<file path="config.mk">
export PLATFORM = sky130hd
export DESIGN_NAME = bus_trace_capture_trigger
export DESIGN_NICKNAME = d
export VERILOG_FILES = /design/src/trace_pkg.sv /design/src/trigger_combiner.sv /design/src/bus_trace_capture_trigger.sv
export SDC_FILE = /design/constraint.sdc
export NUM_CORES = 1
export LEC_CHECK = 0
export CORE_ASPECT_RATIO = 1.4
export CORE_MARGIN = 10
export CORE_UTILIZATION = 59
export DETAILED_ROUTE_END_ITERATION = 16
export DONT_BUFFER_PORTS = 1
export PLACE_DENSITY = 0.78
export SYNTH_ARGS = -nofsm -noshare
export SYNTH_HDL_FRONTEND = slang
export SYNTH_SLANG_ARGS = --single-unit
</file>
<file path="constraint.sdc">
create_clock -name core_clk_in -period 3.55 [get_ports core_clk_in]
set_clock_uncertainty 0.2 [all_clocks]
set_input_delay 0 -clock core_clk_in [delete_from_list [all_inputs] [get_ports core_clk_in]]
set_output_delay 0 -clock core_clk_in [all_outputs]
set_load 0.005 [all_outputs]
</file>
<file path="src/trace_pkg.sv">
package trace_pkg;
	localparam int EVENT_COUNT = 16;
	localparam int EVENT_COUNT_W = 5;
	localparam int TRACE_DEPTH = 4194304;
	localparam int TRACE_ADDR_W = 22;
	localparam int DELAY_UNIT = 1048576;
	localparam logic [2:0] DELAY_SEL_MAX = 3'h4;
	localparam int SEG_PRE = 255;
	localparam int SEG_POST = 256;
	localparam int SEG_LEN = 512;
	localparam int SEQ_STEPS = 6;
	localparam int STATE_COUNT = 3;
	localparam int STATE_PATHS = 9;
	localparam int TIMEOUT_MIN_US = 10;
	localparam int CLK_MHZ = 10;
	localparam int TIMEOUT_MIN_CYC = TIMEOUT_MIN_US * CLK_MHZ;
	localparam logic OR_EN_RST = 1'b1;
	localparam logic OTHER_EN_RST = 1'b0;
	localparam logic [1:0] AUX_SEL_EXT = 2'h0;
	localparam logic [1:0] AUX_SEL_EVNUM = 2'h1;
	localparam logic [1:0] AUX_SEL_TASK = 2'h2;
	localparam logic [1:0] AUX_SEL_RST = AUX_SEL_EXT;

	typedef enum logic [2:0] {
		MODE_FILL_STOP = 3'h0,
		MODE_FILL_FULL = 3'h1,
		MODE_AROUND = 3'h2,
		MODE_REP_STOP = 3'h3,
		MODE_REP_FULL = 3'h4
	} trace_mode_t;

	typedef enum logic [2:0] {
		OTH_ACCUM = 3'h0,
		OTH_SIMUL = 3'h1,
		OTH_SUBR = 3'h2,
		OTH_SEQ = 3'h3,
		OTH_STATE = 3'h4
	} other_sel_t;
endpackage

</file>
<file path="src/trigger_combiner.sv">
`timescale 1ns/100ps
`default_nettype none
module trigger_combiner
	import trace_pkg::*;
#(
	parameter int N = 16
) (
	input wire logic core_clk_in, // Clock
	input wire logic rst_in, // Async reset
	input wire logic restart_in, // Clear history
	input wire logic [N-1:0] event_in, // Event detector hits
	input wire logic [N-1:0] sel_in, // Configured events
	input wire other_sel_t kind_in, // Combiner choice
	input wire logic in_range_in, // Execution inside range
	input wire logic [3:0] subr_ev_in, // Subroutine event index
	input wire logic [23:0] seq_ev_in, // Six 4-bit step events
	input wire logic [2:0] seq_len_in, // Steps used, 1..6
	input wire logic [3:0] reset_ev_in, // Reset event index
	input wire logic [35:0] path_ev_in, // Nine 4-bit path events
	input wire logic [8:0] path_en_in, // Path enables
	input wire logic [1:0] final_state_in, // State that declares hit
	output logic hit_out // Combined condition
);
	logic [N-1:0] seen_q;
	logic [2:0] step_q;
	logic [1:0] st_q;
	logic [1:0] st_d;
	logic hit_c;
	logic rst_ev;
	logic [2:0] seq_top;

	assign rst_ev = event_in[reset_ev_in];
	assign seq_top = (seq_len_in == 3'h0) ? 3'h1 : seq_len_in;

	always_ff @(posedge core_clk_in or posedge rst_in) begin
		if (rst_in) begin
			seen_q <= '0;
		end else if (restart_in || hit_out) begin
			seen_q <= '0;
		end else begin
			seen_q <= seen_q | (event_in & sel_in);
		end
	end

	always_ff @(posedge core_clk_in or posedge rst_in) begin
		if (rst_in) begin
			step_q <= 3'h0;
		end else if (restart_in || rst_ev || step_q >= seq_top) begin
			step_q <= 3'h0;
		end else if (event_in[seq_ev_in[step_q*4 +: 4]]) begin
			step_q <= step_q + 3'h1;
		end
	end

	// nine paths: path k goes from state k/3 to k%3
	always_comb begin
		st_d = st_q;
		for (int k = 0; k < STATE_PATHS; k++) begin
			if (path_en_in[k] && st_q == 2'(k / 3) && event_in[path_ev_in[k*4 +: 4]]) begin
				st_d = 2'(k % 3);
			end
		end
		if (rst_ev) begin
			st_d = 2'h0;
		end
	end

	always_ff @(posedge core_clk_in or posedge rst_in) begin
		if (rst_in) begin
			st_q <= 2'h0;
		end else if (restart_in) begin
			st_q <= 2'h0;
		end else begin
			st_q <= st_d;
		end
	end

	always_comb begin
		case (kind_in)
			OTH_ACCUM: hit_c = (sel_in != '0) && ((seen_q | event_in | ~sel_in) == '1);
			OTH_SIMUL: hit_c = (sel_in != '0) && ((event_in | ~sel_in) == '1);
			OTH_SUBR: hit_c = in_range_in && event_in[subr_ev_in];
			OTH_SEQ: hit_c = (step_q == seq_top - 3'h1) && !rst_ev
				&& event_in[seq_ev_in[step_q*4 +: 4]];
			OTH_STATE: hit_c = (st_d == final_state_in) && (st_q != final_state_in);
			default: hit_c = 1'b0;
		endcase
	end

	always_ff @(posedge core_clk_in or posedge rst_in) begin
		if (rst_in) begin
			hit_out <= 1'b0;
		end else begin
			hit_out <= hit_c && !restart_in;
		end
	end
endmodule // trigger_combiner
`default_nettype wire

</file>
<file path="src/bus_trace_capture_trigger.sv">
// What this block does
// - Fill-until-stop wraps, stops only on halt
// - Fill-until-full stops when memory full
// - Around-trigger stops capture after delay or on halt
// - Delay choices 0,1M,2M,3M,4M cycles
// - Reject more than 16 enabled events
// - Repeat segment: none before, hit, 256 after
// - Repeat-until-stop runs until break or stop
// - Repeat-until-full ends on memory overflow
// - Consecutive hits: only first is marked
// - Step recording only in fill-until-stop
// - OR, other, exceptional sources combine freely
// - OR on any event, enabled after reset
// - One of five combiners, off after reset
// - Accumulated AND: every event seen once
// - Simultaneous AND: all events this cycle
// - Subroutine: event inside address range
// - Six ordered steps, reset event restarts
// - Three states, nine paths, reset event
// - Auxiliary field defaults to external trigger
// - Qualify in fill modes; triggers in others
`timescale 1ns/100ps
`default_nettype none
module bus_trace_capture_trigger
	import trace_pkg::*;
#(
	parameter int DEPTH = TRACE_DEPTH,
	parameter int AW = TRACE_ADDR_W,
	parameter int DELAY_STEP = DELAY_UNIT,
	parameter int N = EVENT_COUNT
) (
	input wire logic core_clk_in, // Clock, 10 MHz
	input wire logic rst_in, // Async reset, high
	input wire logic bus_cycle_in, // One target bus cycle valid
	input wire logic prog_start_in, // Program execution starts
	input wire logic prog_halt_in, // Break or forced stop
	input wire logic step_active_in, // Cycle belongs to single step
	input wire logic cfg_load_in, // Load configuration below
	input wire trace_mode_t mode_in, // Acquisition mode
	input wire logic [2:0] delay_sel_in, // Post-trigger delay in 1M units
	input wire logic qualify_in, // Capture qualifier from filter
	input wire logic step_rec_in, // Record single-step cycles
	input wire logic or_en_in, // OR source enable
	input wire logic other_en_in, // Other-condition source enable
	input wire other_sel_t other_sel_in, // Combiner selection
	input wire logic exc_en_in, // Exceptional-event source enable
	input wire logic [1:0] aux_sel_in, // Auxiliary field source
	input wire logic [N-1:0] ev_sel_in, // Enabled events
	input wire logic [N-1:0] event_in, // Event detector hits
	input wire logic exc_event_in, // Exceptional event seen
	input wire logic in_range_in, // Execution inside range
	input wire logic [3:0] subr_ev_in, // Subroutine event index
	input wire logic [23:0] seq_ev_in, // Sequence step events
	input wire logic [2:0] seq_len_in, // Sequence length
	input wire logic [3:0] reset_ev_in, // Reset event index
	input wire logic [35:0] path_ev_in, // State path events
	input wire logic [8:0] path_en_in, // State path enables
	input wire logic [1:0] final_state_in, // Hit state
	input wire logic ext_trig_in, // External trigger level
	input wire logic [3:0] ev_num_in, // Event number
	input wire logic [3:0] task_id_in, // Task id
	output logic wr_en_out, // Write one trace entry
	output logic [AW-1:0] wr_addr_out, // Trace entry address
	output logic [3:0] wr_aux_out, // Auxiliary field of entry
	output logic wr_mark_out, // Entry is trigger point
	output logic acq_on_out, // Acquisition running
	output logic full_out, // Memory wrapped at least once
	output logic trig_out, // One-cycle trigger point pulse
	output logic cfg_err_out, // Last load rejected
	output trace_mode_t mode_out, // Active mode
	output logic [1:0] aux_sel_out // Active auxiliary source
);
	localparam logic [AW-1:0] LAST = AW'(DEPTH - 1);
	localparam logic [9:0] POST = 10'(SEG_POST);

	logic or_en_q, other_en_q, exc_en_q, step_rec_q;
	other_sel_t other_sel_q;
	logic [N-1:0] ev_sel_q;
	logic [2:0] delay_sel_q;
	logic [AW:0] delay_q;
	logic [AW:0] post_q;
	logic armed_q;
	logic [9:0] seg_q;
	logic prev_tp_q;
	logic [AW-1:0] seg_fill_q;
	logic other_hit;
	logic tp_raw, tp_new, rep_mode, fill_mode, take, full_hit;
	logic [EVENT_COUNT_W-1:0] n_sel;

	function automatic logic [EVENT_COUNT_W-1:0] popcount(input logic [N-1:0] v);
		logic [EVENT_COUNT_W-1:0] c;
		c = '0;
		for (int i = 0; i < N; i++) begin
			c = c + EVENT_COUNT_W'(v[i]);
		end
		return c;
	endfunction

	assign n_sel = popcount(ev_sel_in);
	assign rep_mode = (mode_out == MODE_REP_STOP) || (mode_out == MODE_REP_FULL);
	assign fill_mode = (mode_out == MODE_FILL_STOP) || (mode_out == MODE_FILL_FULL)
		|| (mode_out == MODE_AROUND);

	always_ff @(posedge core_clk_in or posedge rst_in) begin
		if (rst_in) begin
			mode_out <= MODE_FILL_STOP;
			or_en_q <= OR_EN_RST;
			other_en_q <= OTHER_EN_RST;
			other_sel_q <= OTH_ACCUM;
			exc_en_q <= 1'b0;
			step_rec_q <= 1'b0;
			aux_sel_out <= AUX_SEL_RST;
			ev_sel_q <= '0;
			delay_sel_q <= 3'h0;
			cfg_err_out <= 1'b0;
		end else if (cfg_load_in && !acq_on_out) begin
			if (n_sel > EVENT_COUNT_W'(EVENT_COUNT) || delay_sel_in > DELAY_SEL_MAX
				|| mode_in > MODE_REP_FULL || other_sel_in > OTH_STATE) begin
				cfg_err_out <= 1'b1;
			end else begin
				cfg_err_out <= 1'b0;
				mode_out <= mode_in;
				or_en_q <= or_en_in;
				other_en_q <= other_en_in;
				other_sel_q <= other_sel_in;
				exc_en_q <= exc_en_in;
				step_rec_q <= step_rec_in && (mode_in == MODE_FILL_STOP);
				aux_sel_out <= aux_sel_in;
				ev_sel_q <= ev_sel_in;
				delay_sel_q <= delay_sel_in;
			end
		end
	end

	trigger_combiner #(.N(N)) u_comb (
		.core_clk_in(core_clk_in),
		.rst_in(rst_in),
		.restart_in(prog_start_in),
		.event_in(event_in),
		.sel_in(ev_sel_q),
		.kind_in(other_sel_q),
		.in_range_in(in_range_in),
		.subr_ev_in(subr_ev_in),
		.seq_ev_in(seq_ev_in),
		.seq_len_in(seq_len_in),
		.reset_ev_in(reset_ev_in),
		.path_ev_in(path_ev_in),
		.path_en_in(path_en_in),
		.final_state_in(final_state_in),
		.hit_out(other_hit)
	);

	assign tp_raw = acq_on_out && !fill_mode_no_tp()
		&& ((or_en_q && |(event_in & ev_sel_q)) || (other_en_q && other_hit)
		|| (exc_en_q && exc_event_in));
	assign tp_new = tp_raw && !prev_tp_q;

	function automatic logic fill_mode_no_tp();
		return (mode_out == MODE_FILL_STOP) || (mode_out == MODE_FILL_FULL);
	endfunction

	// last address just written in a full mode
	// Blocks this cycle's capture so the first entry is never overwritten
	assign full_hit = (mode_out == MODE_FILL_FULL || mode_out == MODE_REP_FULL)
		&& wr_en_out && wr_addr_out == LAST;

	// qualify only fill modes; step cycles gated
	assign take = bus_cycle_in && acq_on_out && !full_hit
		&& (rep_mode ? (seg_q != 10'h0 || tp_new) : qualify_in)
		&& (!step_active_in || step_rec_q);

	always_ff @(posedge core_clk_in or posedge rst_in) begin
		if (rst_in) begin
			prev_tp_q <= 1'b0;
			trig_out <= 1'b0;
		end else begin
			prev_tp_q <= tp_raw;
			trig_out <= tp_new;
		end
	end

	always_ff @(posedge core_clk_in or posedge rst_in) begin
		if (rst_in) begin
			seg_q <= 10'h0;
		end else if (prog_start_in) begin
			seg_q <= 10'h0;
		end else if (rep_mode && tp_new && seg_q == 10'h0) begin
			seg_q <= POST;
		end else if (seg_q != 10'h0 && bus_cycle_in) begin
			seg_q <= seg_q - 10'h1;
		end
	end

	always_ff @(posedge core_clk_in or posedge rst_in) begin
		if (rst_in) begin
			delay_q <= '0;
		end else begin
			delay_q <= (AW+1)'(delay_sel_q * DELAY_STEP);
		end
	end

	always_ff @(posedge core_clk_in or posedge rst_in) begin
		if (rst_in) begin
			acq_on_out <= 1'b0;
			armed_q <= 1'b0;
			post_q <= '0;
		end else if (prog_start_in) begin
			acq_on_out <= 1'b1;
			armed_q <= 1'b0;
			post_q <= '0;
		end else if (prog_halt_in) begin
			acq_on_out <= 1'b0;
		end else if (acq_on_out) begin
			if (full_hit) begin
				acq_on_out <= 1'b0;
			end
			if (mode_out == MODE_AROUND) begin
				if (!armed_q && tp_new) begin
					armed_q <= 1'b1;
					post_q <= '0;
					if (delay_q == '0) begin
						acq_on_out <= 1'b0;
					end
				end else if (armed_q && take) begin
					post_q <= post_q + (AW+1)'(1);
					if (post_q + (AW+1)'(1) >= delay_q) begin
						acq_on_out <= 1'b0;
					end
				end
			end
		end
	end

	always_ff @(posedge core_clk_in or posedge rst_in) begin
		if (rst_in) begin
			wr_en_out <= 1'b0;
			wr_addr_out <= '0;
			wr_mark_out <= 1'b0;
			wr_aux_out <= 4'h0;
			full_out <= 1'b0;
			seg_fill_q <= '0;
		end else if (prog_start_in) begin
			wr_en_out <= 1'b0;
			wr_addr_out <= '0;
			full_out <= 1'b0;
			seg_fill_q <= '0;
		end else begin
			wr_en_out <= take;
			wr_mark_out <= take && tp_new;
			if (wr_en_out) begin
				wr_addr_out <= (wr_addr_out == LAST) ? '0 : wr_addr_out + AW'(1);
				if (wr_addr_out == LAST) begin
					full_out <= 1'b1;
				end
			end
			case (aux_sel_out)
				AUX_SEL_EVNUM: wr_aux_out <= ev_num_in;
				AUX_SEL_TASK: wr_aux_out <= task_id_in;
				default: wr_aux_out <= {3'h0, ext_trig_in};
			endcase
		end
	end

	// No pre-trigger part is written: a segment starts at the hit entry
	// segment length check
	repeat_post_a: assert property (@(posedge core_clk_in) disable iff (rst_in)
		(rep_mode && tp_new && seg_q == 10'h0 && !prog_start_in) |=> seg_q == POST)
	else $error("segment post count not loaded");

	single_mark_a: assert property (@(posedge core_clk_in) disable iff (rst_in)
		trig_out |=> !trig_out)
	else $error("two trigger marks back to back");

	full_stop_a: assert property (@(posedge core_clk_in) disable iff (rst_in)
		(mode_out == MODE_FILL_FULL && wr_en_out && wr_addr_out == LAST
		&& !prog_start_in) |=> !acq_on_out && !wr_en_out)
	else $error("fill-until-full kept capturing");

	halt_stop_a: assert property (@(posedge core_clk_in) disable iff (rst_in)
		(prog_halt_in && !prog_start_in) |=> !acq_on_out ##1 !wr_en_out)
	else $error("capture continued after halt");

	ptr_clear_a: assert property (@(posedge core_clk_in) disable iff (rst_in)
		prog_start_in |=> wr_addr_out == '0 && !full_out)
	else $error("pointer not cleared on start");

	cfg_reject_a: assert property (@(posedge core_clk_in) disable iff (rst_in)
		(cfg_load_in && !acq_on_out && n_sel > EVENT_COUNT_W'(EVENT_COUNT)) |=> cfg_err_out)
	else $error("oversize event set accepted");

	fill_notrig_a: assert property (@(posedge core_clk_in) disable iff (rst_in)
		fill_mode_no_tp() |-> !tp_raw)
	else $error("trigger raised in plain fill mode");

	step_gate_a: assert property (@(posedge core_clk_in) disable iff (rst_in)
		(mode_out != MODE_FILL_STOP) |-> !step_rec_q)
	else $error("step recording outside fill-until-stop");
endmodule // bus_trace_capture_trigger
`default_nettype wire

</file>
# --- Word-level counts from Yosys, hierarchy flattened ---
# Cells that the tools add are included.
totals:
  out_inout_bits: 37
  register_bits: 123
  elab_cells: 252
op_classes:
  n_shift: 1
  n_reduce_logical: 88
  n_mux: 73
  n_lt_le_gt_ge: 18
  eq_ne: 19
  add_sub_neg: 20
  bitwise_logic: 7
op_table:
  columns: ["operator", "n"]
  rows:
  - ["2-to-1 mux 23 bit", 6]
  - ["2-to-1 mux 22 bit", 3]
  - ["bitwise OR 16 bit", 4]
  - ["< comparator 4 x 5 -> 1 bit, second input constant", 12]
  - ["adder 5 x 1 -> 5 bit", 11]
  - ["binary-select mux 1 bit (select 4 bit)", 12]
  - ["logical AND 1 bit", 45]
  - ["== test 16 bit, second input constant", 2]
  - ["2-to-1 mux 1 bit", 32]
  - ["2-to-1 mux 10 bit", 3]
  - ["variable part select 24 x 6 -> 4 bit", 1]
  - ["adder 23 x 1 -> 23 bit, second input constant", 1]
  - [">= comparator 23 bit", 1]
  - ["zero test 23 bit", 1]
  - ["adder 22 x 1 -> 22 bit, second input constant", 1]
  - ["== test 22 bit, second input constant", 1]
  - ["2-to-1 mux 2 bit", 11]
  - ["bitwise AND 16 bit", 1]
  - ["2-to-1 mux 16 bit", 1]
  - ["NOT 16 bit", 1]
  - ["nonzero test 16 bit", 1]
  - ["OR reduction 16 bit", 1]
  - ["logical OR 1 bit", 13]
  - ["== test 3 x 2 -> 1 bit, second input constant", 4]
  - ["other kinds (31)", 57]

# --- Depth between registers and ports, before layout ---
# Gate-level depths: netlist of the first run.
logic_depth:
  word_depth: 21
  depth_mapped: 17
  ltp_nobuf: 16

# --- Cells and area by module ---
# From an unflattened synthesis of the first run, not the netlist that was laid out.
unflattened:
  cells_unflattened: 915
  hier_area_um2: 8934.8
by_module_without_submodules:
  columns: ["module", "instances", "area_each_um2", "cells_per_inst", "seq_area_each_um2"]
  rows:
  - ["bus_trace_capture_trigger", 1, 5688.0, 586, 2528.7]
  - ["trigger_combiner", 1, 3246.9, 329, 550.5]

# --- Worst setup path before layout of the first run ---
# No wires, ideal clock.
synth_timing:
  path_kind: "input-to-reg"
  start: "in ev_sel_in[0]"
  end: "reg delay_sel_q[1]"
  path_slack_ps: -797
  path_buffers: 1
  t_arrival_ps: 4023
  stages: 16
  setup_time_ps: 125
  cell_sequence: "inv_1 fa_1 fa_1 fa_1 fa_1 inv_1 ha_1 inv_1 fa_1 nor2b_1 nand2_1 a21oi_1 nor3_1 nor2_1 clkbuf_1 mux2_2"
synth_via:
  elab_chain_cells: 21
synth_lines:
  columns: ["element", "line", "rtl"]
  rows:
  - ["start, declared", "bus_trace_capture_trigger.sv:48", "input wire logic [N-1:0] ev_sel_in,"]
  - ["adder 1 x 1 -> 2 bit", "bus_trace_capture_trigger.sv:94", "c = c + EVENT_COUNT_W'(v[i]);"]
  - ["adder 2 x 1 -> 3 bit", "bus_trace_capture_trigger.sv:94", null]
  - ["adder 3 x 1 -> 4 bit", "bus_trace_capture_trigger.sv:94", null]
  - ["adder 4 x 1 -> 5 bit", "bus_trace_capture_trigger.sv:94", null]
  - ["adder 5 x 1 -> 5 bit (11 in series)", "bus_trace_capture_trigger.sv:94", null]
  - ["> comparator 5 bit", "bus_trace_capture_trigger.sv:117", "if (n_sel > EVENT_COUNT_W'(EVENT_COUNT) || delay_sel_in > DELAY_SEL_MAX"]
  - ["logical OR 1 bit", "bus_trace_capture_trigger.sv:117", null]
  - ["logical OR 1 bit (2 in series)", "bus_trace_capture_trigger.sv:118", "|| mode_in > MODE_REP_FULL || other_sel_in > OTH_STATE) begin"]
  - ["NOT 1 bit (no source line)", null, null]
  - ["AND reduction 2 bit (no source line)", null, null]
  - ["end signal, assigned", "bus_trace_capture_trigger.sv:130", "delay_sel_q <= delay_sel_in;"]
  - ["end, declared", "bus_trace_capture_trigger.sv:79", "logic [2:0] delay_sel_q;"]
# No other way between the ends.
# A chain may end at the register's enable or synchronous reset.

# --- Worst setup path in the final report of the first run ---
layout_timing:
  start: "in ev_sel_in[11]"
  end: "reg ev_sel_q[10]"
layout_via:
  elab_chain_cells: 11
layout_lines:
  columns: ["element", "line", "rtl"]
  rows:
  - ["adder 5 x 1 -> 5 bit (5 in series)", "bus_trace_capture_trigger.sv:94", null]
  - ["> comparator 5 bit", "bus_trace_capture_trigger.sv:117", null]
  - ["logical OR 1 bit", "bus_trace_capture_trigger.sv:117", null]
  - ["logical OR 1 bit (2 in series)", "bus_trace_capture_trigger.sv:118", null]
  - ["NOT 1 bit (no source line)", null, null]
  - ["AND reduction 2 bit (no source line)", null, null]
  - ["end signal, assigned", "bus_trace_capture_trigger.sv:129", "ev_sel_q <= ev_sel_in;"]
  - ["end, declared", "bus_trace_capture_trigger.sv:78", "logic [N-1:0] ev_sel_q;"]
# No other way between the ends.

==> run summary, run 1 <==
For the total die area, the log shows 0.0203 sq mm. Averaged over all synthesized cells, the footprint is 9.49 sq um. The startpoint class of the critical path is an input pin.

TritonCTS built the clock tree. The number of logic stages on the critical path including buffering is 16, and the static leakage is 4.61 nW. The worst setup path is captured at a flip-flop. Routability-driven placement finished with a final weighted congestion of 0.896.

The number of buffer cells added on primary ports was 0. Entering global routing, the biggest net connects 67 pins. Top cell family by delay on the critical path: adder cells. Summed over all instances, the cell type with the most area after synthesis is sky130_fd_sc_hd__dfrtp_1.

Adding up every negative setup slack in the final design gives -7.02 ns. The count of nets left with antenna violations once routing finished came out at 0. Using the TritonRoute via totals, the vias-per-cell ratio works out to 6.73. The first global-routing pass estimated 43,900 um of wire. Count of final setup violators: 32. Setup repair after global routing could not meet its margin everywhere.

Counting I/O delays and the setup requirement, the final critical path takes 3.84 ns. Summed over all layers, the routed wires come to 28,500 um. Die outline width: 123 um. The overall overflow remaining after global route was 0. The post-route cell area is 0.0107 sq mm. The tool flagged a number of max-cap violations equal to 0. The remaining routing DRC violations is 0. In this run, synthesis inferred 0 flip-flops with an integrated enable. For the worst setup path, the data required time is 3.65 ns. Among the stages of the critical path, the cell type that occurs most often is sky130_fd_sc_hd__fa_1. The pre-antenna-repair detailed-routing pass consisted of 6 iterations.

The vertical extent of the die is 165 um. Row generation in the floorplan step produced 52 rows. The number of antenna violations at the first check in global routing is 1.

Counting flops and latches in the post-synthesis netlist gives 123. The length in cells of the worst reg-to-reg path works out to 14. The most common cell in the synthesized netlist is sky130_fd_sc_hd__dfrtp_1. Counting along the longest clock path gives a buffer depth of 2. The initial utilization of the core area, before any placement, comes to 60.5%. Compared with the post-synthesis result, the final layout area differs by 21.5%.

Ranked by instance count, the synthesized netlist is headed by sky130_fd_sc_hd__dfrtp_1, sky130_fd_sc_hd__nor2_1, sky130_fd_sc_hd__inv_1, sky130_fd_sc_hd__a21oi_1, sky130_fd_sc_hd__o21ai_0. The tools report the post-synthesis instance total as 929. Summing all placed instances gives a cell area of 0.00912 sq mm.

Sequential cells were found to cover 34.9% of the synthesized design area. The run finished, with violations left. Counting the buffers created by CTS gives 17. In the finished design, the share of the clock period the worst path needs comes to 108%. The run gives 123 as the number of sinks handled by clock tree synthesis. The number of H-tree levels is 4, and the via total after detailed routing is 8,149. For this run, the total global-route usage over all layers was measured as 27.3%. The checks that failed: negative setup slack. The run gives 0.42 ns as the insertion delay of the later-clocked pin in the worst-skew pair. The wire length per cell after detailed routing was 23.5 um; the post-layout instance count excluding filler cells was 1,211. The net count after synthesis is 1,105, and the upper clock frequency limit is 261 MHz.

In this run the standard cell core region covers 0.0146 sq mm. In this run the cell area of the synthesized design comes to 0.00881 sq mm. Cells fill 73.5% of the core in the end. The netlist uses 80 different library cells. The relative max-transition margin was 19.2%.

The critical path is of the in -> reg type. Sorting the synthesized cells by area gives the leading types as sky130_fd_sc_hd__dfrtp_1, sky130_fd_sc_hd__mux4_2, sky130_fd_sc_hd__mux2_2, sky130_fd_sc_hd__mux2i_1, sky130_fd_sc_hd__nor2_1. VDD sags by at most 0.000391 V.

Of all flip-flops after synthesis, the portion carrying an async set or reset was 100%. The worst hold path was traced through 6 stages. For the pin with the worst max-slew slack, the measured transition is 1.21 ns. Most frequently used flop master after synthesis: sky130_fd_sc_hd__dfrtp_1. The critical path goes through inv_8, fa_1, fa_1, fa_1, fa_1, inv_1, ha_2, inv_2, fa_1, nor2b_4, nand2_2, a21oi_2, nor3_2, nor2_4, buf_12, mux2_2. The run gives 8,510 as the via count of the first global-routing pass. In this design, the stage delay of the slowest critical-path cell is 0.56 ns. The area share of the leading cell type in the synthesized netlist came out at 34.6%. Among all stages on the critical path, the largest delay is contributed by sky130_fd_sc_hd__fa_1. The number of top-level pins was 185; the top fanout value on the critical path was 14. The worst path buffer plus inverter count works out to 4. Setup slack after layout: -0.287 ns. The half-perimeter wire length after placement was 18,300 um; the total instance count after detailed placement was 1,095.

Cell at the root of the clock tree: sky130_fd_sc_hd__clkbuf_16. The clock-pin slew reported for the worst setup and hold paths after clock tree synthesis was 0.06 ns. The number of synthesis warnings is 0, and the number of DRC violations after detailed-routing iteration 0 is 929.

The tools report the number of endpoints with negative hold slack in the final report as 0. The ratio of total power to cell area is 542 mW/mm^2. At the worst endpoint, the arrival time is 3.94 ns. In the final design database the tool counted 1,184 nets. The path class of the tightest hold or removal check is in -> reg. The ratio of cells with drive above 1 in the final layout is 18.1%.

The tools report the count of final max-slew check failures as 0.
==> cell families (layout without fill, tap and decap cells) <==
| family | after synthesis | in the layout | share of synthesized area (%) |
|---|---|---|---|
| multiplexers | 98 | 98 | 16.0 |
| buffers and inverters | 117 | 209 | 5.38 |
| adder cells (fa/ha/maj) | 28 | 28 | 4.83 |
| AO/OA/AOI/OAI | 221 | 221 | 16.6 |
| AND/OR/NAND/NOR | 301 | 301 | 18.2 |
| XOR/XNOR | 41 | 41 | 4.07 |
| other | 0 | 1 | 0 |
| flip-flops | 123 | 123 | 34.9 |
==> path summary, 6_finish.rpt <==
check | startpoint | end | slack [ns]
worst max-delay path | ev_sel_in[11] | ev_sel_q[10]$_DFFE_PP0P_ | -0.29
worst min-delay path | event_in[7] | u_comb.hit_out$_DFF_PP0_ | 0.02
worst max register to register | post_q[1]$_DFFE_PP0P_ | acq_on_out$_DFF_PP0_ | 0.11
worst min register to register | delay_sel_q[1]$_DFFE_PP0P_ | delay_q[21]$_DFF_PP0_ | 0.18
max in group asynchronous | rst_in | or_en_q$_DFFE_PP1P_ | 2.26
min in group asynchronous | rst_in | wr_aux_out[2]$_DFFE_PP0N_ | 0.05
==> worst min-delay path, cell delays in order <==
cell                        delay (ns)
sky130_fd_sc_hd__mux2i_1          0.04
sky130_fd_sc_hd__mux2i_1          0.14
sky130_fd_sc_hd__a22oi_1          0.12
sky130_fd_sc_hd__o21ai_2          0.14
sky130_fd_sc_hd__a2bb2oi_1        0.10
sky130_fd_sc_hd__o41ai_2          0.06
==> timing repair <==
action                                 CTS  global route
buffers inserted                         2             4
setup endpoints to repair               33            33
gates resized for setup                 14            41
gates cloned                             0             1
pin swaps                                5             6
endpoints found under the hold margin  185             2
hold buffers                            74             2
==> through the flow <==
| step | hold slack, ns | power (W) | setup slack [ns] |
|---|---|---|---|
| after floorplan | -0.0832 | 0.00332 | -0.499 |
| after global placement | -0.129 | 0.00364 | -0.602 |
| after detailed placement | -0.128 | 0.00371 | -0.696 |
| after CTS | -0.465 | 0.00568 | -0.217 |
| after global routing | 0.0696 | 0.00611 | -0.417 |
| final | 0.0238 | 0.00580 | -0.287 |
==> sequential cells by signal, summed over array words and instances (netlist names), 2 cells and up <==
signal,count
ev_sel_q,16
mode_out,3
u_comb.step_q,3
u_comb.st_q,2
delay_sel_q,3
wr_aux_out,4
wr_addr_out,22
other_sel_q,3
post_q,23
seg_q,10
aux_sel_out,2
u_comb.seen_q,16
delay_q,3
==> cell usage in the layout (no fill, tap or decap), drive strengths merged, types with 21 or more instances in the layout <==
master	instances
a21oi	59
buf	40
dfrtp	122
dlygate4sd3	76
inv	66
mux2	32
mux2i	35
mux4	31
nand2	47
nand2b	24
nand3	28
nor2	87
o21ai	57
xor2	21
==> area by class of cell <==
cell class / instances / area [sq um]
multi-input combinational: 689 / 5410
fill: 1008 / 3860
sequential: 123 / 3080
timing repair buffer: 117 / 1140
clock buffer: 18 / 439
inverter: 60 / 243
tap: 189 / 236
clock inverter: 14 / 160
antenna: 1 / 2.50
==> metal layers <==
layer  vias up  global-route usage, %  routed length (um)
met5         -                      0                   0
met3       142                   7.79                2760
met4         0                   18.2                1760
met2       489                   46.8               14600
li1       3572                      -                   -
met1      3946                   28.3                9410
==> report_power, final <==
| group | internal [W] | leakage (nW) | total (W) | switching, W |
|---|---|---|---|---|
| logic | 0.000958 | 2.68 | 0.00194 | 0.000977 |
| registers | 0.00172 | 1.63 | 0.00210 | 0.000383 |
| clock network | 0.00107 | 0.298 | 0.00176 | 0.000695 |
No activity file was read; power rests on OpenSTA's default activity.
==> run 2: changes to the inputs <==
Settings changed: PLACE_DENSITY 0.78 to default, PLACE_DENSITY_LB_ADDON from default to 0.15, TNS_END_PERCENT from default to 30.
==> run 2 against run 1 <==
Net effect:
- final cell count hardly changed
- fmax shrank 0.21%
- core utilization barely moved
- via count grew 0.79%
- clock power up 14%
- setup slack got worse by 0.0081 ns
- critical path type unchanged
- global-route usage increased by 1.1 points
- clock-buffer cell count is the same
- the flow finishes with violations (negative hold slack, negative setup slack)
- critical endpoint is now ev_sel_q[5]$_DFFE_PP0P_
- register-to-register slack is essentially flat
- hold slack got worse by 0.48 ns
- sequential power about the same
==> run summary, run 2 (same netlist as run 1, synthesis figures left out) <==
The tools report the total wire length after detailed routing as 28,700 um (+0.61%). The initial cell density of the core is 60.5% (unchanged), and the number of buffers created by CTS is 17 (unchanged). The run gives 0 (unchanged) as the post-detailed-route count of antenna-violating nets.

The sum of negative setup slack came out at -6.89 ns (+0.130 ns). The tools report the hold buffer count at CTS as 79 (+6.8%). The die outline width was 123 um (unchanged). TritonCTS built the clock tree.

The critical path required time is 3.66 ns (about the same). The buffer depth of the longest clock path was 2 (unchanged). For the post-layout instance count excluding filler cells, the log shows 1,212 (+0.083%). The run gives 0.0107 sq mm (about the same) as the post-route cell area. Ranked by flip-flop count, first place goes to post_q. The run gives 45,400 um (+3.6%) as the global-route wire length before repair.

The insertion delay of the later-clocked pin in the worst-skew pair was 0.43 ns (about the same); the total power consumption of the routed design was 0.00594 W (+2.3%). For the number of endpoints with negative hold slack in the final report, the log shows 9 (+9). The number of top-level pins was 185 (unchanged). The ratio of cells with drive above 1 in the final layout is 16.6% (-1.5 points).

The final period utilization is 108% (+0.23 points), and the post-layout minimum cycle time is 3.84 ns (+0.00806 ns). The setup slack after layout was -0.295 ns (-0.00806 ns). Combined global-route utilization of all metal layers: 28.4% (+1.1 points).

Setup repair after global routing could not meet its margin everywhere. The library cells used most frequently in the layout, excluding fill and tap cells, are sky130_fd_sc_hd__dfrtp_1, sky130_fd_sc_hd__nor2_1, sky130_fd_sc_hd__dlygate4sd3_1, sky130_fd_sc_hd__a21oi_1, sky130_fd_sc_hd__inv_1. Startpoint-to-endpoint class of the critical path: in -> reg.

The tightest min-delay check is of the in -> reg type. The tools report the total die area as 0.0203 sq mm (unchanged). Most common cell after layout, fill and taps aside: sky130_fd_sc_hd__dfrtp_1. The via total after detailed routing came out at 8,213 (+0.79%). The sort of element at the end of the critical path is a flip-flop.

The number of buffer cells added on primary ports is 0 (unchanged). The startpoint class of the critical path is an input pin. The half-perimeter wire length after placement came out at 19,500 um (+7.0%). The number of flip-flops under the largest register name works out to 23 (unchanged). For the upper clock frequency limit, the log shows 260 MHz (-0.21%). The logs give 0 (unchanged) for the count of maximum capacitance violations and 7 (+1) for the detailed-router iteration count before antenna repair. The synthesis-to-layout area growth was 21.5% (about the same). Number of nets in the layout: 1,186 (+0.17%). The overall overflow remaining after global route was 0 (unchanged); the worst vdd rail ir drop was 0.000421 V (+7.6%).

The number of H-tree levels came out at 4 (unchanged). Vertical extent of the die: 165 um (unchanged). The final reports fail on negative hold slack, negative setup slack. The largest registers in the layout are post_q x23, wr_addr_out x22. The relative max-transition margin is 28.0% (+8.8 points), and the total instance count after detailed placement is 1,101 (+0.55%). The count of inserted antenna diode cells is 0 (-1), and the final hold slack is -0.458 ns (-0.482 ns). The top fanout value on the critical path is 22 (+8), and the transition at the pin with the smallest max-transition slack is 1.08 ns (-0.132 ns). Remaining routing DRC violations: 0 (unchanged).

The placer congestion estimate is 0.928 (+3.6%), and the via count of the first global-routing pass is 8,504 (-0.071%). The standard cell area after detailed placement is 0.00917 sq mm (+0.59%). The run finished, with violations left.

The clock-pin slew reported for the worst setup and hold paths after clock tree synthesis is 0.06 ns (about the same), and the number of vias per cell after detailed routing is 6.78 (+0.70%). The tools report the count of final max-slew check failures as 0 (unchanged). Area of the core: 0.0146 sq mm (unchanged).

The ratio of total power to cell area is 555 mW/mm^2 (+2.3%), and the maximum number of pins on one net before global-route repair is 66 (-1.5%). The static leakage is 4.56 nW (-0.93%), and the wire length per cell after detailed routing is 23.6 um (+0.53%). The number of sinks handled by clock tree synthesis is 123 (unchanged), and the count of final setup violators is 31 (-3.1%). The arrival time reported for the critical path endpoint was 3.95 ns (about the same). The tools report the number of DRC violations after detailed-routing iteration 0 as 1,039 (+12%). The tools report the cell at the root of the clock tree as sky130_fd_sc_hd__clkbuf_16.

The tools report the standard-cell row count as 52 (unchanged). Number of antenna violations at the first check in global routing: 0 (-1).
-- run 2: cell count changes in the layout (fill, tap and decap cells not counted), moves of 4 or more --
cell	change
sky130_fd_sc_hd__buf_4	+5
sky130_fd_sc_hd__bufinv_16	+4
sky130_fd_sc_hd__inv_6	-5
sky130_fd_sc_hd__nand2_1	+5
sky130_fd_sc_hd__o21ai_0	+9
sky130_fd_sc_hd__o21ai_1	-5
sky130_fd_sc_hd__o21ai_2	-4
-- run 2: metal layers --
layer  global-route usage, %  vias to the layer above  share of wire, %
li1                        -                     3589                 -
met1                    30.7                     4001                33
met2                    49.7                      496                53
met3                    7.86                      127               9.6
met4                    14.2                        0               4.6
met5                       0                        -                 0
-- run 2: metrics by stage --
stage / hold WS [ns] / utilization [%] / setup slack [ns]
after CTS: -0.471 / 73.3 / -0.231
after detailed placement: -0.139 / 62.9 / -0.685
after global placement: -0.153 / 62.9 / -0.609
final: -0.458 / 73.5 / -0.295
after global routing: -0.473 / 73.5 / -0.362
after floorplan: -0.0832 / - / -0.499
-- run 2: path summary, 6_finish.rpt --
check	depth (start not counted)	slack [ns]	startpoint	end
setup / recovery	16	-0.29	ev_sel_in[11]	ev_sel_q[5]$_DFFE_PP0P_
hold / removal	1	-0.46	ev_sel_in[5]	ev_sel_q[5]$_DFFE_PP0P_
setup reg to reg	14	0.10	post_q[1]$_DFFE_PP0P_	acq_on_out$_DFF_PP0_
hold reg to reg	0	0.18	delay_sel_q[2]$_DFFE_PP0P_	delay_q[22]$_DFF_PP0_
max in group asynchronous	3	2.33	rst_in	ev_sel_q[0]$_DFFE_PP0P_
min in group asynchronous	2	-0.01	rst_in	wr_addr_out[17]$_DFFE_PP0P_
-- run 2: timing repair --
| action | in CTS | in global routing |
|---|---|---|
| pin swaps | 1 | 0 |
| setup endpoints to repair | 33 | 35 |
| gates resized for setup | 11 | 4 |
| buffers inserted | 0 | 0 |
| endpoints found under the hold margin | 243 | 1 |
| gates cloned | 0 | 0 |
-- run 2: area by class of cell --
type | instances | area, sq um
clock buffers | 18 | 439
well taps | 189 | 236
multi-input cells | 689 | 5340
fillers | 1045 | 3870
repair buffers | 119 | 1130
inverters | 60 | 235
clock inverters | 14 | 243
flip-flops and latches | 123 | 3080
-- run 2: where the power goes --
group / leakage (nW) / internal, W / switching [W] / total, W
clock: 0.323 / 0.00134 / 0.000660 / 0.00200
combinational: 2.61 / 0.000929 / 0.000928 / 0.00186
sequential: 1.63 / 0.00172 / 0.000360 / 0.00208
total: 4.56 / 0.00399 / 0.00195 / 0.00594
-- run 2: critical path, cell delays in order --
cell                      delay (ns)
sky130_fd_sc_hd__inv_8          0.01
sky130_fd_sc_hd__fa_1           0.56
sky130_fd_sc_hd__fa_1           0.45
sky130_fd_sc_hd__fa_1           0.54
sky130_fd_sc_hd__fa_1           0.42
sky130_fd_sc_hd__inv_1          0.08
sky130_fd_sc_hd__ha_2           0.19
sky130_fd_sc_hd__inv_2          0.04
sky130_fd_sc_hd__fa_1           0.48
sky130_fd_sc_hd__nor2b_4        0.17
sky130_fd_sc_hd__nand2_2        0.08
sky130_fd_sc_hd__a21oi_2        0.16
sky130_fd_sc_hd__nor3_2         0.07
sky130_fd_sc_hd__nor2_4         0.14
sky130_fd_sc_hd__buf_12         0.20
sky130_fd_sc_hd__mux2_2         0.36
==> run 3: changes to the inputs <==
Settings changed: ABC_AREA from default to 1, CORE_MARGIN 10 to default.
==> run 3 against run 2 <==
Net effect:
- the run ends with negative setup slack left
- sequential cell count did not move
- die area fell by 21%
- setup slack improved by 0.25 ns
- largest power group is now clock
- critical endpoint is now other_sel_q[1]$_DFFE_PP0P_
- core utilization fell by 0.12 points
- final cell count rose by 32%
- via count rose by 13%
==> run summary, run 3 <==
The transition at the pin with the smallest max-transition slack was 1.00 ns (-0.0744 ns); the half-perimeter wire length after placement was 19,300 um (-1.1%). The count of final max-slew check failures is 0 (unchanged). The number of sinks handled by clock tree synthesis is 123 (unchanged).

Setup repair after global routing could not meet its margin everywhere. The run gives 1,482 (+34%) as the net count after synthesis. Upper clock frequency limit: 278 MHz (+6.8%).

Utilization of the core after routing: 73.3% (-0.12 points). The die outline width is 107 um (-13%). The count of final setup violators was 3 (-90%); the number of H-tree levels was 4 (unchanged). The ratio of total power to cell area was 513 mW/mm^2 (-7.5%); the static leakage was 5.55 nW (+21%). The tools report the part of the total power dissipated in combinational logic as 29.0% (-2.3 points). Cell at the root of the clock tree: sky130_fd_sc_hd__clkbuf_16. The count of inserted antenna diode cells was 0 (unchanged); the vertical extent of the die was 149 um (-9.4%). The wire length per cell after detailed routing came out at 17.5 um (-26%). The tools report the post-synthesis instance total as 1,306 (+41%). For the placer congestion estimate, the log shows 0.980 (+5.6%). After synthesis, the most frequently instantiated cells are sky130_fd_sc_hd__nand2_1, sky130_fd_sc_hd__inv_1, sky130_fd_sc_hd__nand3_1, sky130_fd_sc_hd__dfrtp_1, sky130_fd_sc_hd__o21ai_0. The number of buffers created by CTS came out at 17 (unchanged).

The tools report the via total after detailed routing as 9,257 (+13%). For the area of the core, the log shows 0.0151 sq mm (+3.3%). The run gives 1,570 (+32%) as the number of nets in the layout. Compared with the post-synthesis result, the final layout area differs by 21.0%.

The clock-pin slew reported for the worst setup and hold paths after clock tree synthesis was 0.06 ns (about the same); the global-route wire length before repair was 43,000 um (-5.5%). For the total die area, the log shows 0.0160 sq mm (-21%). The total wire length after detailed routing came out at 28,000 um (-2.4%). The logs give -0.0489 ns (+0.246 ns) for the setup slack after layout and 0.00190 W (-2.5%) for the net load switching power.

The flop and latch count out of synthesis is 123 (unchanged). Detailed-router iteration count before antenna repair: 6 (-1). The final reports fail on negative setup slack. Standard-cell row count: 53 (+1.9%). The run gives -0.0571 ns (+6.84 ns) as the sum of negative setup slack. The startpoint class of the critical path is an input pin. The final period utilization was 101% (-6.9 points). TritonCTS built the clock tree. The total power consumption of the routed design was 0.00566 W (-4.6%).

The tools report the sort of element at the end of the critical path as a flip-flop. The mean cell area of the mapped netlist was 6.99 sq um (-26%); the via count of the first global-routing pass was 8,877 (+4.4%). The tools report the share of power burned in the clock network as 36.8% (+3.2 points).

The critical path required time was 3.66 ns (about the same); the top fanout value on the critical path was 6 (-73%). The arrival time reported for the critical path endpoint was 3.71 ns (-0.24 ns). Number of vias per cell after detailed routing: 5.79 (-15%). The logs give 0.00376 W (-5.7%) for the cell-internal power and 0 (unchanged) for the count of maximum capacitance violations.

The startpoint-to-endpoint class of the critical path was in -> reg. The relative max-transition margin was 33.0% (+4.9 points). In the layout the commonest cells are sky130_fd_sc_hd__nand2_1, sky130_fd_sc_hd__inv_1, sky130_fd_sc_hd__nand3_1, sky130_fd_sc_hd__dfrtp_1, sky130_fd_sc_hd__dlygate4sd3_1. The number of buffer cells added on primary ports is 0 (unchanged). The initial cell density of the core was 60.6% (+0.13 points); the sequential power share was 34.1% (-1.0 points).

The total standard cell area after synthesis is 0.00912 sq mm (+3.5%), and the number of synthesis warnings is 0 (unchanged). The worst hold path belongs to the class in -> reg. The area share of the leading cell type in the synthesized netlist is 33.5% (-1.2 points), and the number of antenna violations at the first check in global routing is 0 (unchanged).

For the final hold slack, the log shows 0.0249 ns (+0.483 ns). Register bank with the most flops: post_q. The most used flip-flop cell after synthesis is sky130_fd_sc_hd__dfrtp_1. For the number of distinct library cell variants in the gate-level netlist after synthesis, the log shows 55 (-31%). The tools report the buffer depth of the longest clock path as 2 (unchanged).

Post-synthesis cell type with the largest combined area: sky130_fd_sc_hd__dfrtp_1. The proportion of total power due to net switching was 33.5% (+0.74 points); the ratio of cells with drive above 1 in the final layout was 11.2% (-5.4 points). In the post-synthesis netlist, the cell with the most instances is sky130_fd_sc_hd__nand2_1. The overall overflow remaining after global route is 0 (unchanged), and the maximum number of pins on one net before global-route repair is 79 (+20%). Leaving out fill and tap cells, the most frequent cell in the layout is sky130_fd_sc_hd__nand2_1.

Share of flip-flops with an asynchronous set or reset after synthesis: 100% (unchanged). The tools report the number of top-level pins as 185 (unchanged). After synthesis, the cell types taking the most area are sky130_fd_sc_hd__dfrtp_1, sky130_fd_sc_hd__nand2_1, sky130_fd_sc_hd__inv_1, sky130_fd_sc_hd__nand3_1, sky130_fd_sc_hd__o21ai_0. The run gives 0 (-9) as the number of endpoints with negative hold slack in the final report.

The flow ran to the end, but the final reports show violations. The run gives 33.8% (-1.2 points) as the post-synthesis sequential area ratio. The worst vdd rail ir drop was 0.000378 V (-10%); the remaining routing DRC violations was 0 (unchanged).

The insertion delay of the later-clocked pin in the worst-skew pair is 0.41 ns (-0.02 ns), and the post-detailed-route count of antenna-violating nets is 0 (unchanged). Number of DRC violations after detailed-routing iteration 0: 670 (-36%). The largest registers in the layout are post_q x23, wr_addr_out x22. The count of flip-flops with a built-in enable after synthesis is 0 (unchanged), and the post-layout minimum cycle time is 3.60 ns (-0.246 ns). The tools report the combined global-route utilization of all metal layers as 34.7% (+6.3 points).

The number of flip-flops under the largest register name came out at 23 (unchanged).
-- run 3: final timing paths --
check	startpoint	to	slack, ns	cells after the start
max in group asynchronous	rst_in	post_q[0]$_DFFE_PP0P_	2.11	3
hold reg to reg	delay_sel_q[2]$_DFFE_PP0P_	delay_q[22]$_DFF_PP0_	0.18	0
setup reg to reg	acq_on_out$_DFF_PP0_	post_q[1]$_DFFE_PP0P_	0.14	12
hold / removal	ev_sel_in[2]	ev_sel_q[2]$_DFFE_PP0P_	0.02	6
setup / recovery	ev_sel_in[5]	other_sel_q[1]$_DFFE_PP0P_	-0.05	18
min in group asynchronous	rst_in	u_comb.st_q[0]$_DFF_PP0_	0.10	2
-- run 3: layout make-up --
class	count	area, sq um
fill	1170	4010
clock buffer	18	439
sequential	123	3080
tap	192	240
clock inverter	13	263
inverter	228	876
timing repair buffer	104	1050
multi-input combinational	920	5090
-- run 3: repair_timing --
item	4_1_cts	5_1_grt
hold endpoints to repair	192	0
cloned	0	3
resized for setup	2	54
pin swaps	0	2
endpoints found under the setup margin	20	57
hold buffers	82	0
buffers inserted	1	2
-- run 3: per-layer routing --
metal	wire, um	global-route usage, %	vias up	part of all wire, %
li1	-	-	4443	-
met1	9950	36.2	4294	36
met2	14500	63.5	407	52
met3	1980	7.69	113	7.1
met4	1580	20.1	0	5.6
met5	0	0	-	0
-- run 3: kinds of logic after synthesis --
family	synth area share, %
flip-flops	33.8
AND/OR/NAND/NOR	30.4
AO/OA/AOI/OAI	16.4
adder cells (fa/ha/maj)	4.66
XOR/XNOR	3.26
buffers and inverters	11.5
-- run 3: critical path: stages --
cell and delay [ns]:
sky130_fd_sc_hd__inv_4 0.02, sky130_fd_sc_hd__fa_1 0.56, sky130_fd_sc_hd__fa_1 0.46, sky130_fd_sc_hd__fa_1 0.51, sky130_fd_sc_hd__fa_1 0.41, sky130_fd_sc_hd__inv_1 0.07, sky130_fd_sc_hd__ha_2 0.18, sky130_fd_sc_hd__inv_2 0.04
sky130_fd_sc_hd__fa_2 0.34, sky130_fd_sc_hd__nor2_2 0.11, sky130_fd_sc_hd__o21ai_1 0.08, sky130_fd_sc_hd__o31ai_1 0.07, sky130_fd_sc_hd__nand3b_1 0.11, sky130_fd_sc_hd__o211ai_1 0.12, sky130_fd_sc_hd__nand2_2 0.13, sky130_fd_sc_hd__buf_4 0.16
sky130_fd_sc_hd__buf_4 0.14, sky130_fd_sc_hd__o21ai_1 0.20
-- run 3: through the flow --
| stage | cells | setup slack (ns) | instance area [sq um] |
|---|---|---|---|
| floorplan | 1306 | -0.197 | 9160 |
| finish | 1598 | -0.0489 | 11000 |
| detailed placement | 1479 | -0.480 | 9320 |
| CTS | 1593 | -0.00502 | 10900 |
| global route | 1598 | -0.184 | 11000 |
| global placement | 1479 | -0.379 | 9320 |
-- run 3: power by group through the flow --
| stage | clock, W | combinational (W) | sequential (W) |
|---|---|---|---|
| detailed placement | 0 | 0.00140 | 0.00192 |
| finish | 0.00209 | 0.00164 | 0.00193 |
| global route | 0.00217 | 0.00184 | 0.00195 |
| CTS | 0.00208 | 0.00155 | 0.00190 |
| floorplan | 0 | 0.00117 | 0.00182 |
| global placement | 0 | 0.00136 | 0.00192 |
